===== src/bsr_pkg.sv =====
/*
 Constants for the second special register bank: register indices,
 reset values, implemented-bit masks and bit positions.
 Assumes nothing of its surroundings; included by the bank module only.
*/
`default_nettype none
package bsr_pkg;
   // Register indices; the APB byte address is four times the index.
   localparam logic [7:0] OFS_INDIRECT_DATA_PORT = 8'h80;
   localparam logic [7:0] OFS_TIMER_PRESCALE_OPTIONS = 8'h81;
   localparam logic [7:0] OFS_PROGRAM_COUNTER_LOW = 8'h82;
   localparam logic [7:0] OFS_CORE_STATUS_FLAGS = 8'h83;
   localparam logic [7:0] OFS_INDIRECT_ADDRESS_POINTER = 8'h84;
   localparam logic [7:0] OFS_PORT_A_DIRECTION = 8'h85;
   localparam logic [7:0] OFS_PORT_B_DIRECTION = 8'h86;
   localparam logic [7:0] OFS_PORT_C_DIRECTION = 8'h87;
   localparam logic [7:0] OFS_PORT_D_DIRECTION = 8'h88;
   localparam logic [7:0] OFS_PORT_E_DIRECTION = 8'h89;
   localparam logic [7:0] OFS_PROGRAM_COUNTER_HIGH_LATCH = 8'h8a;
   localparam logic [7:0] OFS_CORE_INTERRUPT_CONTROL = 8'h8b;
   localparam logic [7:0] OFS_PERIPHERAL_INT_ENABLE_1 = 8'h8c;
   localparam logic [7:0] OFS_PERIPHERAL_INT_ENABLE_2 = 8'h8d;
   localparam logic [7:0] OFS_RESET_CAUSE_FLAGS = 8'h8e;
   localparam logic [7:0] OFS_TIMER2_PERIOD = 8'h92;
   localparam logic [7:0] OFS_SERIAL_PORT_SLAVE_ADDRESS = 8'h93;
   localparam logic [7:0] OFS_SERIAL_PORT_STATE = 8'h94;
   localparam logic [7:0] OFS_TRANSMITTER_CONTROL_STATE = 8'h98;
   localparam logic [7:0] OFS_BAUD_RATE_DIVISOR = 8'h99;
   localparam logic [7:0] OFS_ANALOG_PIN_CONFIG = 8'h9f;
   // Index bit that selects the direct, bank-select-resolved window.
   localparam int IDX_DIRECT_BIT = 8;
   localparam logic [1:0] BANK_ZERO = 2'b00;
   localparam logic [1:0] BANK_ONE = 2'b01;
   // Reset values.
   localparam logic [7:0] RST_ZERO = 8'h00;
   localparam logic [7:0] RST_OPTIONS = 8'hff;
   localparam logic [7:0] RST_PORT_A_DIR = 8'h3f;
   localparam logic [7:0] RST_PORT_DIR = 8'hff;
   localparam logic [7:0] RST_PORT_E_DIR = 8'h07;
   localparam logic [7:0] RST_TIMER2_PERIOD = 8'hff;
   localparam logic [7:0] RST_STATUS_POWER = 8'h18;
   // Implemented and writable bit masks.
   localparam logic [7:0] MSK_PORT_A_DIR = 8'h3f;
   localparam logic [7:0] MSK_PORT_E_DIR_W = 8'h37;
   localparam logic [7:0] MSK_PC_LATCH = 8'h1f;
   localparam logic [7:0] MSK_PERIPHERAL_INTERRUPT_ENABLE_2 = 8'h01;
   localparam logic [7:0] MSK_STATUS_W = 8'he7;
   localparam logic [7:0] MSK_TRANSMITTER_CONTROL_STATE_W = 8'hf5;
   localparam logic [7:0] MSK_ANALOG_CFG = 8'h07;
   localparam logic [7:0] MSK_SSP_STATE = 8'h3f;
   // Bit positions.
   localparam int ST_IRP = 7;
   localparam int ST_RP1 = 6;
   localparam int ST_RP0 = 5;
   localparam int ST_TO = 4;
   localparam int ST_PD = 3;
   localparam int RESET_CAUSE_FLAGS_POR = 1;
   localparam int RESET_CAUSE_FLAGS_BOR = 0;
   localparam int TRANSMITTER_CONTROL_STATE_TRMT = 1;
   localparam int PORT_E_DIRECTION_PSP_STATUS_IBF = 7;
   localparam int PORT_E_DIRECTION_PSP_STATUS_OBF = 6;
   localparam int CORE_INTERRUPT_CONTROL_RBIF = 0;
   // Reset cause pin positions.
   localparam int CS_POWER = 0;
   localparam int CS_BROWN = 1;
   localparam int CS_WDOG = 2;
   localparam int CS_SLEEP = 3;
endpackage
`default_nettype wire


===== src/bsr_bank.sv =====
/*
 Second special function register bank with its common registers,
 reached over APB3 (one wait state per transfer).
 Assumes: the core drives indirect read data combinationally from the
 pointer outputs, and peripheral status inputs share clk_sys; reset
 cause pins are asynchronous and are synchronised here.
*/
// The APB interface to the registers was chosen for this implementation.
`timescale 1ns/1ps
`default_nettype none
module bsr_bank
#(
   parameter int P_ADDR_W = 11
)
(
   // Clock and reset.
   input wire logic clk_sys,
   input wire logic rst_b,
   // APB slave.
   input wire logic psel,
   input wire logic penable,
   input wire logic pwrite,
   input wire logic [P_ADDR_W-1:0] paddr,
   input wire logic [31:0] pwdata,
   output logic [31:0] prdata,
   output logic pready,
   // Reset cause pins, asynchronous.
   input wire logic power_on_pin,
   input wire logic brown_out_pin,
   input wire logic watchdog_pin,
   input wire logic sleep_pin,
   // Peripheral status, same clock.
   input wire logic [1:0] psp_buffer_flags,
   input wire logic tx_shift_empty,
   input wire logic [5:0] serial_state,
   // Indirect data path to the core.
   input wire logic [7:0] indirect_rdata,
   output logic indirect_we,
   output logic [8:0] indirect_waddr,
   output logic [7:0] indirect_wdata,
   // Register contents towards the core and peripherals.
   output logic [12:0] program_counter,
   output logic [7:0] core_status_flags,
   output logic [7:0] indirect_address_pointer,
   output logic [7:0] core_interrupt_control,
   output logic [7:0] timer_prescale_options,
   output logic [7:0] port_a_direction,
   output logic [7:0] port_b_direction,
   output logic [7:0] port_c_direction,
   output logic [7:0] port_d_direction,
   output logic [7:0] port_e_direction,
   output logic [7:0] peripheral_int_enable_1,
   output logic [7:0] peripheral_int_enable_2,
   output logic [7:0] reset_cause_flags,
   output logic [7:0] timer2_period,
   output logic [7:0] serial_port_slave_address,
   output logic [7:0] transmitter_control,
   output logic [7:0] baud_rate_divisor,
   output logic [7:0] analog_pin_config
);
   import bsr_pkg::*;

   if (P_ADDR_W < 11)
   begin : g_chk
      $error("bsr_bank needs at least 11 address bits");
   end

   ////////////////////////////////////////////////////////////////////
   // Decode helpers.

   function automatic logic is_common(input logic [6:0] off);
      is_common = (off == OFS_INDIRECT_DATA_PORT[6:0]) ||
                  (off == OFS_PROGRAM_COUNTER_LOW[6:0]) ||
                  (off == OFS_CORE_STATUS_FLAGS[6:0]) ||
                  (off == OFS_INDIRECT_ADDRESS_POINTER[6:0]) ||
                  (off == OFS_PROGRAM_COUNTER_HIGH_LATCH[6:0]) ||
                  (off == OFS_CORE_INTERRUPT_CONTROL[6:0]);
   endfunction

   // Returns {hit, bank-one index} for an APB register index.
   function automatic logic [8:0] resolve(input logic [8:0] idx,
                                          input logic [1:0] rp);
      logic [6:0] off;
      off = idx[6:0];
      resolve = 9'h000;
      if (idx[IDX_DIRECT_BIT])
      begin
         if (rp == BANK_ONE)
            resolve = {1'b1, 1'b1, off};
         else if ((rp == BANK_ZERO) && is_common(off))
            resolve = {1'b1, 1'b1, off};
      end
      else if (idx[7])
         resolve = {1'b1, idx[7:0]};
      else if (is_common(off))
         resolve = {1'b1, 1'b1, off};
   endfunction

   ////////////////////////////////////////////////////////////////////
   // Reset cause synchroniser.

   logic [3:0] cause_s1_q;
   logic [3:0] cause_s2_q;

   always_ff @(posedge clk_sys)
   begin
      cause_s1_q <= {sleep_pin, watchdog_pin, brown_out_pin,
                     power_on_pin};
      cause_s2_q <= cause_s1_q;
   end

   ////////////////////////////////////////////////////////////////////
   // Registers and APB handshake.

   logic pready_q, pready_d;
   logic [31:0] prdata_q, prdata_d;
   logic ind_we_q, ind_we_d;
   logic [8:0] ind_waddr_q, ind_waddr_d;
   logic [7:0] ind_wdata_q, ind_wdata_d;
   logic [12:0] pc_q, pc_d;
   logic [7:0] status_q, status_d;
   logic [7:0] fsr_q, fsr_d;
   logic [7:0] core_interrupt_control_q, core_interrupt_control_d;
   logic [7:0] option_q, option_d;
   logic [7:0] tra_q, tra_d;
   logic [7:0] trb_q, trb_d;
   logic [7:0] trc_q, trc_d;
   logic [7:0] trd_q, trd_d;
   logic [7:0] tre_q, tre_d;
   logic [7:0] program_counter_high_latch_q, program_counter_high_latch_d;
   logic [7:0] peripheral_interrupt_enable_1_q, peripheral_interrupt_enable_1_d;
   logic [7:0] peripheral_interrupt_enable_2_q, peripheral_interrupt_enable_2_d;
   logic [7:0] reset_cause_flags_q, reset_cause_flags_d;
   logic [7:0] pr2_q, pr2_d;
   logic [7:0] sadd_q, sadd_d;
   logic [7:0] txs_q, txs_d;
   logic [7:0] brg_q, brg_d;
   logic [7:0] adc_q, adc_d;
   logic [8:0] dec;
   logic [7:0] rd;
   logic [7:0] wd;
   logic take;
   logic wr;
   logic power_rst;

   always_comb
   begin
      dec = resolve(paddr[10:2],
                    {status_q[ST_RP1], status_q[ST_RP0]});
      take = psel && penable && pready_q;
      wr = take && pwrite && dec[8];
      wd = pwdata[7:0];
      power_rst = cause_s2_q[CS_POWER] || cause_s2_q[CS_BROWN];
      rd = RST_ZERO;
      if (dec[8])
      begin
         case (dec[7:0])
            OFS_INDIRECT_DATA_PORT: rd = indirect_rdata;
            OFS_TIMER_PRESCALE_OPTIONS: rd = option_q;
            OFS_PROGRAM_COUNTER_LOW: rd = pc_q[7:0];
            OFS_CORE_STATUS_FLAGS: rd = status_q;
            OFS_INDIRECT_ADDRESS_POINTER: rd = fsr_q;
            OFS_PORT_A_DIRECTION: rd = tra_q & MSK_PORT_A_DIR;
            OFS_PORT_B_DIRECTION: rd = trb_q;
            OFS_PORT_C_DIRECTION: rd = trc_q;
            OFS_PORT_D_DIRECTION: rd = trd_q;
            OFS_PORT_E_DIRECTION: rd = (tre_q & MSK_PORT_E_DIR_W) |
               {psp_buffer_flags, 6'h00};
            OFS_PROGRAM_COUNTER_HIGH_LATCH: rd = program_counter_high_latch_q;
            OFS_CORE_INTERRUPT_CONTROL: rd = core_interrupt_control_q;
            OFS_PERIPHERAL_INT_ENABLE_1: rd = peripheral_interrupt_enable_1_q;
            OFS_PERIPHERAL_INT_ENABLE_2: rd = peripheral_interrupt_enable_2_q;
            OFS_RESET_CAUSE_FLAGS: rd = reset_cause_flags_q;
            OFS_TIMER2_PERIOD: rd = pr2_q;
            OFS_SERIAL_PORT_SLAVE_ADDRESS: rd = sadd_q;
            OFS_SERIAL_PORT_STATE: rd = {2'b00, serial_state};
            OFS_TRANSMITTER_CONTROL_STATE: rd = (txs_q & MSK_TRANSMITTER_CONTROL_STATE_W) |
               {6'h00, tx_shift_empty, 1'b0};
            OFS_BAUD_RATE_DIVISOR: rd = brg_q;
            OFS_ANALOG_PIN_CONFIG: rd = adc_q;
            default: rd = RST_ZERO;
         endcase
      end
      // One wait state: pready rises in the second access cycle.
      pready_d = psel && penable && !pready_q;
      prdata_d = pready_d ? {24'h000000, rd} : prdata_q;
      ind_we_d = 1'b0;
      ind_waddr_d = ind_waddr_q;
      ind_wdata_d = ind_wdata_q;
      pc_d = pc_q;
      status_d = status_q;
      fsr_d = fsr_q;
      core_interrupt_control_d = core_interrupt_control_q;
      option_d = option_q;
      tra_d = tra_q;
      trb_d = trb_q;
      trc_d = trc_q;
      trd_d = trd_q;
      tre_d = tre_q;
      program_counter_high_latch_d = program_counter_high_latch_q;
      peripheral_interrupt_enable_1_d = peripheral_interrupt_enable_1_q;
      peripheral_interrupt_enable_2_d = peripheral_interrupt_enable_2_q;
      reset_cause_flags_d = reset_cause_flags_q;
      pr2_d = pr2_q;
      sadd_d = sadd_q;
      txs_d = txs_q;
      brg_d = brg_q;
      adc_d = adc_q;
      if (wr)
      begin
         case (dec[7:0])
            OFS_INDIRECT_DATA_PORT:
            begin
               ind_we_d = 1'b1;
               ind_waddr_d = {status_q[ST_IRP], fsr_q};
               ind_wdata_d = wd;
            end
            OFS_TIMER_PRESCALE_OPTIONS: option_d = wd;
            OFS_PROGRAM_COUNTER_LOW: pc_d = {program_counter_high_latch_q[4:0], wd};
            // Time-out and power-down bits are read-only.
            OFS_CORE_STATUS_FLAGS: status_d =
               (wd & MSK_STATUS_W) | (status_q & ~MSK_STATUS_W);
            OFS_INDIRECT_ADDRESS_POINTER: fsr_d = wd;
            OFS_PORT_A_DIRECTION: tra_d = wd & MSK_PORT_A_DIR;
            OFS_PORT_B_DIRECTION: trb_d = wd;
            OFS_PORT_C_DIRECTION: trc_d = wd;
            OFS_PORT_D_DIRECTION: trd_d = wd;
            OFS_PORT_E_DIRECTION: tre_d = wd & MSK_PORT_E_DIR_W;
            OFS_PROGRAM_COUNTER_HIGH_LATCH: program_counter_high_latch_d = wd & MSK_PC_LATCH;
            OFS_CORE_INTERRUPT_CONTROL: core_interrupt_control_d = wd;
            OFS_PERIPHERAL_INT_ENABLE_1: peripheral_interrupt_enable_1_d = wd;
            OFS_PERIPHERAL_INT_ENABLE_2: peripheral_interrupt_enable_2_d = wd & MSK_PERIPHERAL_INTERRUPT_ENABLE_2;
            OFS_RESET_CAUSE_FLAGS:
            begin
               reset_cause_flags_d[RESET_CAUSE_FLAGS_POR] = wd[RESET_CAUSE_FLAGS_POR];
               reset_cause_flags_d[RESET_CAUSE_FLAGS_BOR] = wd[RESET_CAUSE_FLAGS_BOR];
            end
            OFS_TIMER2_PERIOD: pr2_d = wd;
            OFS_SERIAL_PORT_SLAVE_ADDRESS: sadd_d = wd;
            OFS_TRANSMITTER_CONTROL_STATE: txs_d = wd & MSK_TRANSMITTER_CONTROL_STATE_W;
            OFS_BAUD_RATE_DIVISOR: brg_d = wd;
            OFS_ANALOG_PIN_CONFIG: adc_d = wd & MSK_ANALOG_CFG;
            default: ind_we_d = 1'b0;
         endcase
      end
      if (!rst_b)
      begin
         pready_d = 1'b0;
         prdata_d = 32'h00000000;
         ind_we_d = 1'b0;
         ind_waddr_d = 9'h000;
         ind_wdata_d = RST_ZERO;
         pc_d = 13'h0000;
         option_d = RST_OPTIONS;
         tra_d = RST_PORT_A_DIR;
         trb_d = RST_PORT_DIR;
         trc_d = RST_PORT_DIR;
         trd_d = RST_PORT_DIR;
         tre_d = RST_PORT_E_DIR;
         program_counter_high_latch_d = RST_ZERO;
         peripheral_interrupt_enable_1_d = RST_ZERO;
         peripheral_interrupt_enable_2_d = RST_ZERO;
         pr2_d = RST_TIMER2_PERIOD;
         sadd_d = RST_ZERO;
         txs_d = RST_ZERO;
         brg_d = RST_ZERO;
         adc_d = RST_ZERO;
         if (power_rst)
         begin
            // Unknown bits are given zero for repeatability.
            status_d = RST_STATUS_POWER;
            fsr_d = RST_ZERO;
            core_interrupt_control_d = RST_ZERO;
         end
         else
         begin
            status_d = {3'b000, !cause_s2_q[CS_WDOG],
                        !cause_s2_q[CS_SLEEP], status_q[2:0]};
            core_interrupt_control_d = {7'h00, core_interrupt_control_q[CORE_INTERRUPT_CONTROL_RBIF]};
         end
         if (cause_s2_q[CS_POWER])
         begin
            reset_cause_flags_d[RESET_CAUSE_FLAGS_POR] = 1'b0;
            reset_cause_flags_d[RESET_CAUSE_FLAGS_BOR] = 1'b1;
         end
         else if (cause_s2_q[CS_BROWN])
         begin
            reset_cause_flags_d[RESET_CAUSE_FLAGS_POR] = 1'b1;
            reset_cause_flags_d[RESET_CAUSE_FLAGS_BOR] = 1'b0;
         end
      end
   end

   always_ff @(posedge clk_sys)
   begin
      pready_q <= pready_d;
      prdata_q <= prdata_d;
      ind_we_q <= ind_we_d;
      ind_waddr_q <= ind_waddr_d;
      ind_wdata_q <= ind_wdata_d;
      pc_q <= pc_d;
      status_q <= status_d;
      fsr_q <= fsr_d;
      core_interrupt_control_q <= core_interrupt_control_d;
      option_q <= option_d;
      tra_q <= tra_d;
      trb_q <= trb_d;
      trc_q <= trc_d;
      trd_q <= trd_d;
      tre_q <= tre_d;
      program_counter_high_latch_q <= program_counter_high_latch_d;
      peripheral_interrupt_enable_1_q <= peripheral_interrupt_enable_1_d;
      peripheral_interrupt_enable_2_q <= peripheral_interrupt_enable_2_d;
      reset_cause_flags_q <= {6'h00, reset_cause_flags_d[1:0]};
      pr2_q <= pr2_d;
      sadd_q <= sadd_d;
      txs_q <= txs_d;
      brg_q <= brg_d;
      adc_q <= adc_d;
   end

   ////////////////////////////////////////////////////////////////////
   // Outputs.

   assign pready = pready_q;
   assign prdata = prdata_q;
   assign indirect_we = ind_we_q;
   assign indirect_waddr = ind_waddr_q;
   assign indirect_wdata = ind_wdata_q;
   assign program_counter = pc_q;
   assign core_status_flags = status_q;
   assign indirect_address_pointer = fsr_q;
   assign core_interrupt_control = core_interrupt_control_q;
   assign timer_prescale_options = option_q;
   assign port_a_direction = tra_q;
   assign port_b_direction = trb_q;
   assign port_c_direction = trc_q;
   assign port_d_direction = trd_q;
   assign port_e_direction = tre_q;
   assign peripheral_int_enable_1 = peripheral_interrupt_enable_1_q;
   assign peripheral_int_enable_2 = peripheral_interrupt_enable_2_q;
   assign reset_cause_flags = reset_cause_flags_q;
   assign timer2_period = pr2_q;
   assign serial_port_slave_address = sadd_q;
   assign transmitter_control = txs_q;
   assign baud_rate_divisor = brg_q;
   assign analog_pin_config = adc_q;

endmodule
`default_nettype wire


===== config.mk =====
export PLATFORM = sky130hd
export DESIGN_NAME = bsr_bank
export DESIGN_NICKNAME = d
export VERILOG_FILES = /design/src/bsr_pkg.sv /design/src/bsr_bank.sv
export SDC_FILE = /design/constraint.sdc
export NUM_CORES = 1
export LEC_CHECK = 0
export BUFFER_PORTS_ARGS = -buffer_cell sky130_fd_sc_hd__buf_2
export CORE_MARGIN = 4
export CORE_UTILIZATION = 46
export CTS_CLUSTER_DIAMETER = 50
export DETAILED_ROUTE_END_ITERATION = 8
export PLACE_DENSITY_LB_ADDON = 0.12
export SLEW_MARGIN = 20
export SYNTH_ARGS = -nofsm -noshare
export SYNTH_HDL_FRONTEND = slang
export SYNTH_SLANG_ARGS = --single-unit

===== constraint.sdc =====
create_clock -name clk_sys -period 2.1 [get_ports clk_sys]
set_input_delay 0.315 -clock clk_sys [delete_from_list [all_inputs] [get_ports clk_sys]]
set_output_delay 0.315 -clock clk_sys [all_outputs]
set_load 0.01 [all_outputs]

Word-level counts from Yosys, hierarchy flattened
Cells that the tools add are included.
W data, S select, Z words.

storage, ports and cells
  bits in registers = 164
  input bits = 69

cells by class
  equal/unequal tests = 30
  mux-type cells = 25
  bitwise gates (word level) = 3
  reductions and logical operators = 39

operator list
  kind                  count
  $eq A8 B8 Y1 const B  21
  $pmux W8 S21          1
  $mux W8               11
  $mux W9               5
  $reduce_and A2 Y1     19
  $eq A7 B2 Y1 const B  2
  $eq A7 B4 Y1 const B  2
  $mux W2               5
  $or A6 B8 Y8          1
  $or A8 B2 Y8          1
  $or A8 B5 Y8          1
  $eq A7 B3 Y1 const B  1
  $logic_not A7 Y1      1
  $logic_and A1 B1 Y1   6
  $logic_or A1 B1 Y1    6
  $ne A2 B1 Y1 const B  3
  $reduce_and A3 Y1     2
  $mux W5               1
  $logic_not A1 Y1      3
  $eq A2 B1 Y1 const B  1
  $logic_not A2 Y1      1
  $mux W1               2
  $reduce_bool A2 Y1    1

Logic depth before layout (Yosys ltp)
  depth after elaboration = 16
  mapped depth = 10
  depth with buffers taken out = 6

Worst setup path before layout
No wires, ideal clock.

  kind = reg-to-reg
  start point = reg status_q[6] (netlist: core_status_flags[6])
  end point = reg trc_q[7] (netlist: port_c_direction[7])
  setup time = 0.129 ns
  arrival = 2.235 ns
  required time = 1.971 ns
  setup slack = -0.265 ns
  cell stages (with the launch flop) = 9
  buffers on the path = 2
  period minus slack after synthesis = 2.365 ns
  cells stage by stage = edfxtp_1 -> a2111o_1 -> a21o_1 -> buf_2 -> a21o_1 -> buf_6 -> nor3_4 -> mux2i_1 -> nand2_1

on the way
  word-level cells in the longest chain between the ends = 7

RTL lines
  what                                                        line                              source
  start, declared                                             bsr_bank.sv:121                   logic [7:0] status_q, status_d;
  start signal, assigned                                      bsr_bank.sv:302                   status_q <= status_d;
  $logic_not A2 Y1                                            bsr_bank.sv:90                    else if ((rp == BANK_ZERO) && is_common(off))
  $logic_and A1 B1 Y1                                         bsr_bank.sv:90
  $mux W9                                                     bsr_bank.sv:90
  $mux W9 (*)                                                 bsr_bank.sv:88                    if (rp == BANK_ONE)
  $mux W9 (*)                                                 bsr_bank.sv:86                    if (idx[IDX_DIRECT_BIT])
  $eq A8 B8 Y1 / $logic_and A1 B1 Y1 (equally long branches)  bsr_bank.sv:211, bsr_bank.sv:151
  $reduce_and A2 Y1 (no source line) (*)                      --
  end signal, assigned                                        bsr_bank.sv:308                   trc_q <= trc_d;
  end, declared                                               bsr_bank.sv:127                   logic [7:0] trc_q, trc_d;

Every way passes the cells marked *; elsewhere a longest branch is shown, timed or not.
A chain may end at the register's enable or synchronous reset.

Worst setup path after layout
  start point = reg status_q[6] (netlist: core_status_flags[6])
  end point = reg prdata_q[5] (netlist: prdata[5])

on the way
  word-level cells in the longest chain between the ends = 8

RTL lines
  what                  line             source
  $logic_not A2 Y1      bsr_bank.sv:90
  $logic_and A1 B1 Y1   bsr_bank.sv:90
  $mux W9               bsr_bank.sv:90
  $mux W9 (*)           bsr_bank.sv:88
  $mux W9 (*)           bsr_bank.sv:86
  $eq A8 B8 Y1          bsr_bank.sv:157  case (dec[7:0])
  $pmux W8 S21          bsr_bank.sv:157
  $mux W8 (*)           bsr_bank.sv:155  if (dec[8])
  end signal, assigned  bsr_bank.sv:297  prdata_q <= prdata_d;
  end, declared         bsr_bank.sv:116  logic [31:0] prdata_q, prdata_d;

Marked as above.

==> impl_metrics.env <==
export IMPL_die_area_sq_um=19160
export IMPL_drive_gt1_frac=0.3987
export IMPL_ant_nets=0
export IMPL_mostFrequentLayoutCells="buf_2, nand2_1, dfxtp_1"
export IMPL_final_cell_count_no_fill=1459
export IMPL_synth_edf_count=16
export IMPL_ys_flop_type="dfxtp_1"
export IMPL_crit_path_max_fanout=4
export IMPL_clock_skew_final_ns=0.007687
export IMPL_ys_async_sr_fraction=0
export IMPL_finalSetupTns_ns=-30.89
export IMPL_cp_data_arrival_time_ns=2.71
export IMPL_r2r_slack_ns=-0.30
export IMPL_dieHeight_um=138.4
export IMPL_dpl_hpwl_mm=23.19
export IMPL_grt_first_pass_wirelength_mm=46.84
export IMPL_p_leak_nw=5.088
export IMPL_wirelength_mm=31.83
export IMPL_core_sq_um=16640
export IMPL_layout_commonest_cell="buf_2"
export IMPL_netlist_instances=888
export IMPL_avgSynthCellArea_sq_um=8.812
export IMPL_start_kind="flip-flop"
export IMPL_setup_viol=153
export IMPL_grt_pass1_vias=7705
export IMPL_startpoint="core_status_flags[6]"
export IMPL_synth_seq_area_share=0.4400
export IMPL_wl_per_cell_um=21.82
export IMPL_maxSlewViolCount=0
export IMPL_powerDensity_nw_per_um2=630.8
export IMPL_grt_total_usage=0.3155
export IMPL_die_w_um=138.4
export IMPL_final_util=0.6863
export IMPL_max_cap_violations=0
export IMPL_via_per_inst=5.688
export IMPL_final_min_clock_period_ns=2.400
export IMPL_numCtsBuffers=17
export IMPL_ys_seq_elements=164
export IMPL_gr_total_overflow=0
export IMPL_fill_cells=1384
export IMPL_setup_slack_ns=-0.3003
export IMPL_critPathKind="reg -> reg"
export IMPL_drc=0
export IMPL_final_hold_violation_count=0
export IMPL_critPathCaptureType="flip-flop"
export IMPL_fmax_mhz=416.6
export IMPL_cts_sinks=164
export IMPL_yosys_warnings=0
export IMPL_synth_distinct_cells=68
export IMPL_max_slew_margin=0.5729
export IMPL_drtIter0Drc=1078
export IMPL_clkTransAtPathRegs_ns=0.07
export IMPL_dpl_cell_count=1397
export IMPL_grt_max_degree=78
export IMPL_holdCritStartpoint="indirect_rdata[7]"
export IMPL_gp_congestion=0.9789
export IMPL_finish_net_count=1295
export IMPL_initial_core_util=0.4702
export IMPL_postLayoutCellArea_sq_um=11420
export IMPL_status="finished, violations left"
export IMPL_cts_tree="done"
export IMPL_rows=47
export IMPL_timing_rr_start="core_status_flags[6]"
export IMPL_placed_area_sq_um=10120
export IMPL_vdd_drop_max_uv=563.9
export IMPL_whs_ns=0.1971
export IMPL_dr_pass1_iters=7
export IMPL_violations="negative setup slack"
export IMPL_antenna_found_initial=0
export IMPL_cts_htree_levels=4
export IMPL_post_place_ws_ns=-0.4744
export IMPL_critPathRequiredTime_ns=2.41
export IMPL_worstMarginPinSlew_ns=0.6407
export IMPL_hold_class="in -> reg"
export IMPL_power_mw=7.204
export IMPL_vias=8299
export IMPL_synth_area_sq_um=7825
export IMPL_min_period_over_period=1.143
export IMPL_rsz0062_at_grt="true"
export IMPL_clk_latency_ns=0.43
export IMPL_diodes=0
export IMPL_cts_buffer_depth=2
export IMPL_area_delta_synth_final_pct=45.96
export IMPL_root_buffer="clkbuf_16"
export IMPL_port_buffers=193
export IMPL_io_pins=269
## layout make-up
type,count,area [sq um],area share
flip-flops and latches,164,3443,0.3015
clock inverters,9,121.4,0.01063
repair buffers,381,2714,0.2376
well taps,220,275.3,0.02410
inverters,7,26.28,0.002301
clock buffers,23,479.2,0.04196
multi-input cells,655,4362,0.3819
## cell families after synthesis
| logic type | synth area share |
|---|---|
| other | 0.0004792 |
| AND/OR/NAND/NOR | 0.2143 |
| flip-flops | 0.4400 |
| multiplexers | 0.08986 |
| AO/OA/AOI/OAI | 0.1687 |
| buffers and inverters | 0.08554 |
| XOR/XNOR | 0.001119 |
## cell usage after synthesis (all sizes together) (2+ instances only)
master / n / area, sq um
a221oi: 6 / 52.55
or3: 2 / 12.51
o2111ai: 3 / 26.28
or2: 2 / 12.51
nor3b: 2 / 15.01
nand2: 170 / 638.1
buf: 68 / 481.7
a221o: 3 / 30.03
a21oi: 45 / 229.0
nor3: 12 / 102.6
a32o: 7 / 70.07
clkbuf: 43 / 161.4
o21ai: 12 / 60.05
inv: 7 / 26.28
nand3: 48 / 240.2
and3b: 2 / 17.52
edfxtp: 16 / 480.5
a21o: 2 / 15.01
nand4: 4 / 25.02
nand3b: 3 / 22.52
and4: 2 / 17.52
and3: 6 / 37.54
and2: 19 / 118.9
a32oi: 15 / 131.4
mux2i: 68 / 680.7
a22oi: 19 / 142.6
or4b: 3 / 30.03
a22o: 10 / 87.58
nor2b: 7 / 43.79
dfxtp: 148 / 2963
mux2: 2 / 22.52
a211oi: 13 / 102.6
nand2b: 4 / 25.02
a222oi: 9 / 90.09
nor2: 67 / 256.5
o211ai: 12 / 90.09
a2111oi: 9 / 98.84
## per-layer routing
metal  up-vias  wire length [um]  global-route usage
met1      3953             13460              0.4511
met4         0               781             0.09412
li1       3781                 -                   -
met3        49              3398             0.06802
met5         -                 0                   0
met2       516             14190              0.4805
## sequential cells by signal (all words and copies together) (netlist names), 4 cells and up
signal and cells:
program_counter 13, indirect_waddr 9, baud_rate_divisor 8, core_interrupt_control 8, core_status_flags 8, indirect_address_pointer 8, indirect_wdata 8, peripheral_int_enable_1 8
port_b_direction 8, port_c_direction 8, port_d_direction 8, prdata 8, serial_port_slave_address 8, timer2_period 8, timer_prescale_options 8, port_a_direction 6
transmitter_control 6, port_e_direction 5, program_counter_high_latch_q 5, cause_s1_q 4, cause_s2_q 4
## critical path: stages (launching register included)
cell	delay [ns]
edfxtp_1	0.44
a2111o_1	0.47
o211ai_1	0.28
buf_4	0.18
a22o_1	0.18
nor2_2	0.06
a222oi_1	0.36
buf_4	0.20
a32oi_1	0.09
## power by group
group	total (mW)	switching [mW]	internal [mW]
registers	3.23	0.0302	3.20
clock network	3.20	1.33	1.87
logic	0.778	0.466	0.312
total	7.20	1.82	5.38
## timing repair
action	in CTS	in global routing
endpoints found under the hold margin	4	0
hold buffers	4	0
setup endpoints to repair	152	153
cloned	2	0
pin swaps	22	26
gates resized for setup	84	26
setup buffers	21	4
## path summary, 6_finish.rpt
kind / to / depth (start not counted)
setup / recovery: prdata[5] / 8
hold / removal: prdata[7] / 3
setup reg to reg: prdata[5] / 8
hold reg to reg: cause_s2_q[2] / 0
Power figures use the tool's default switching activity.
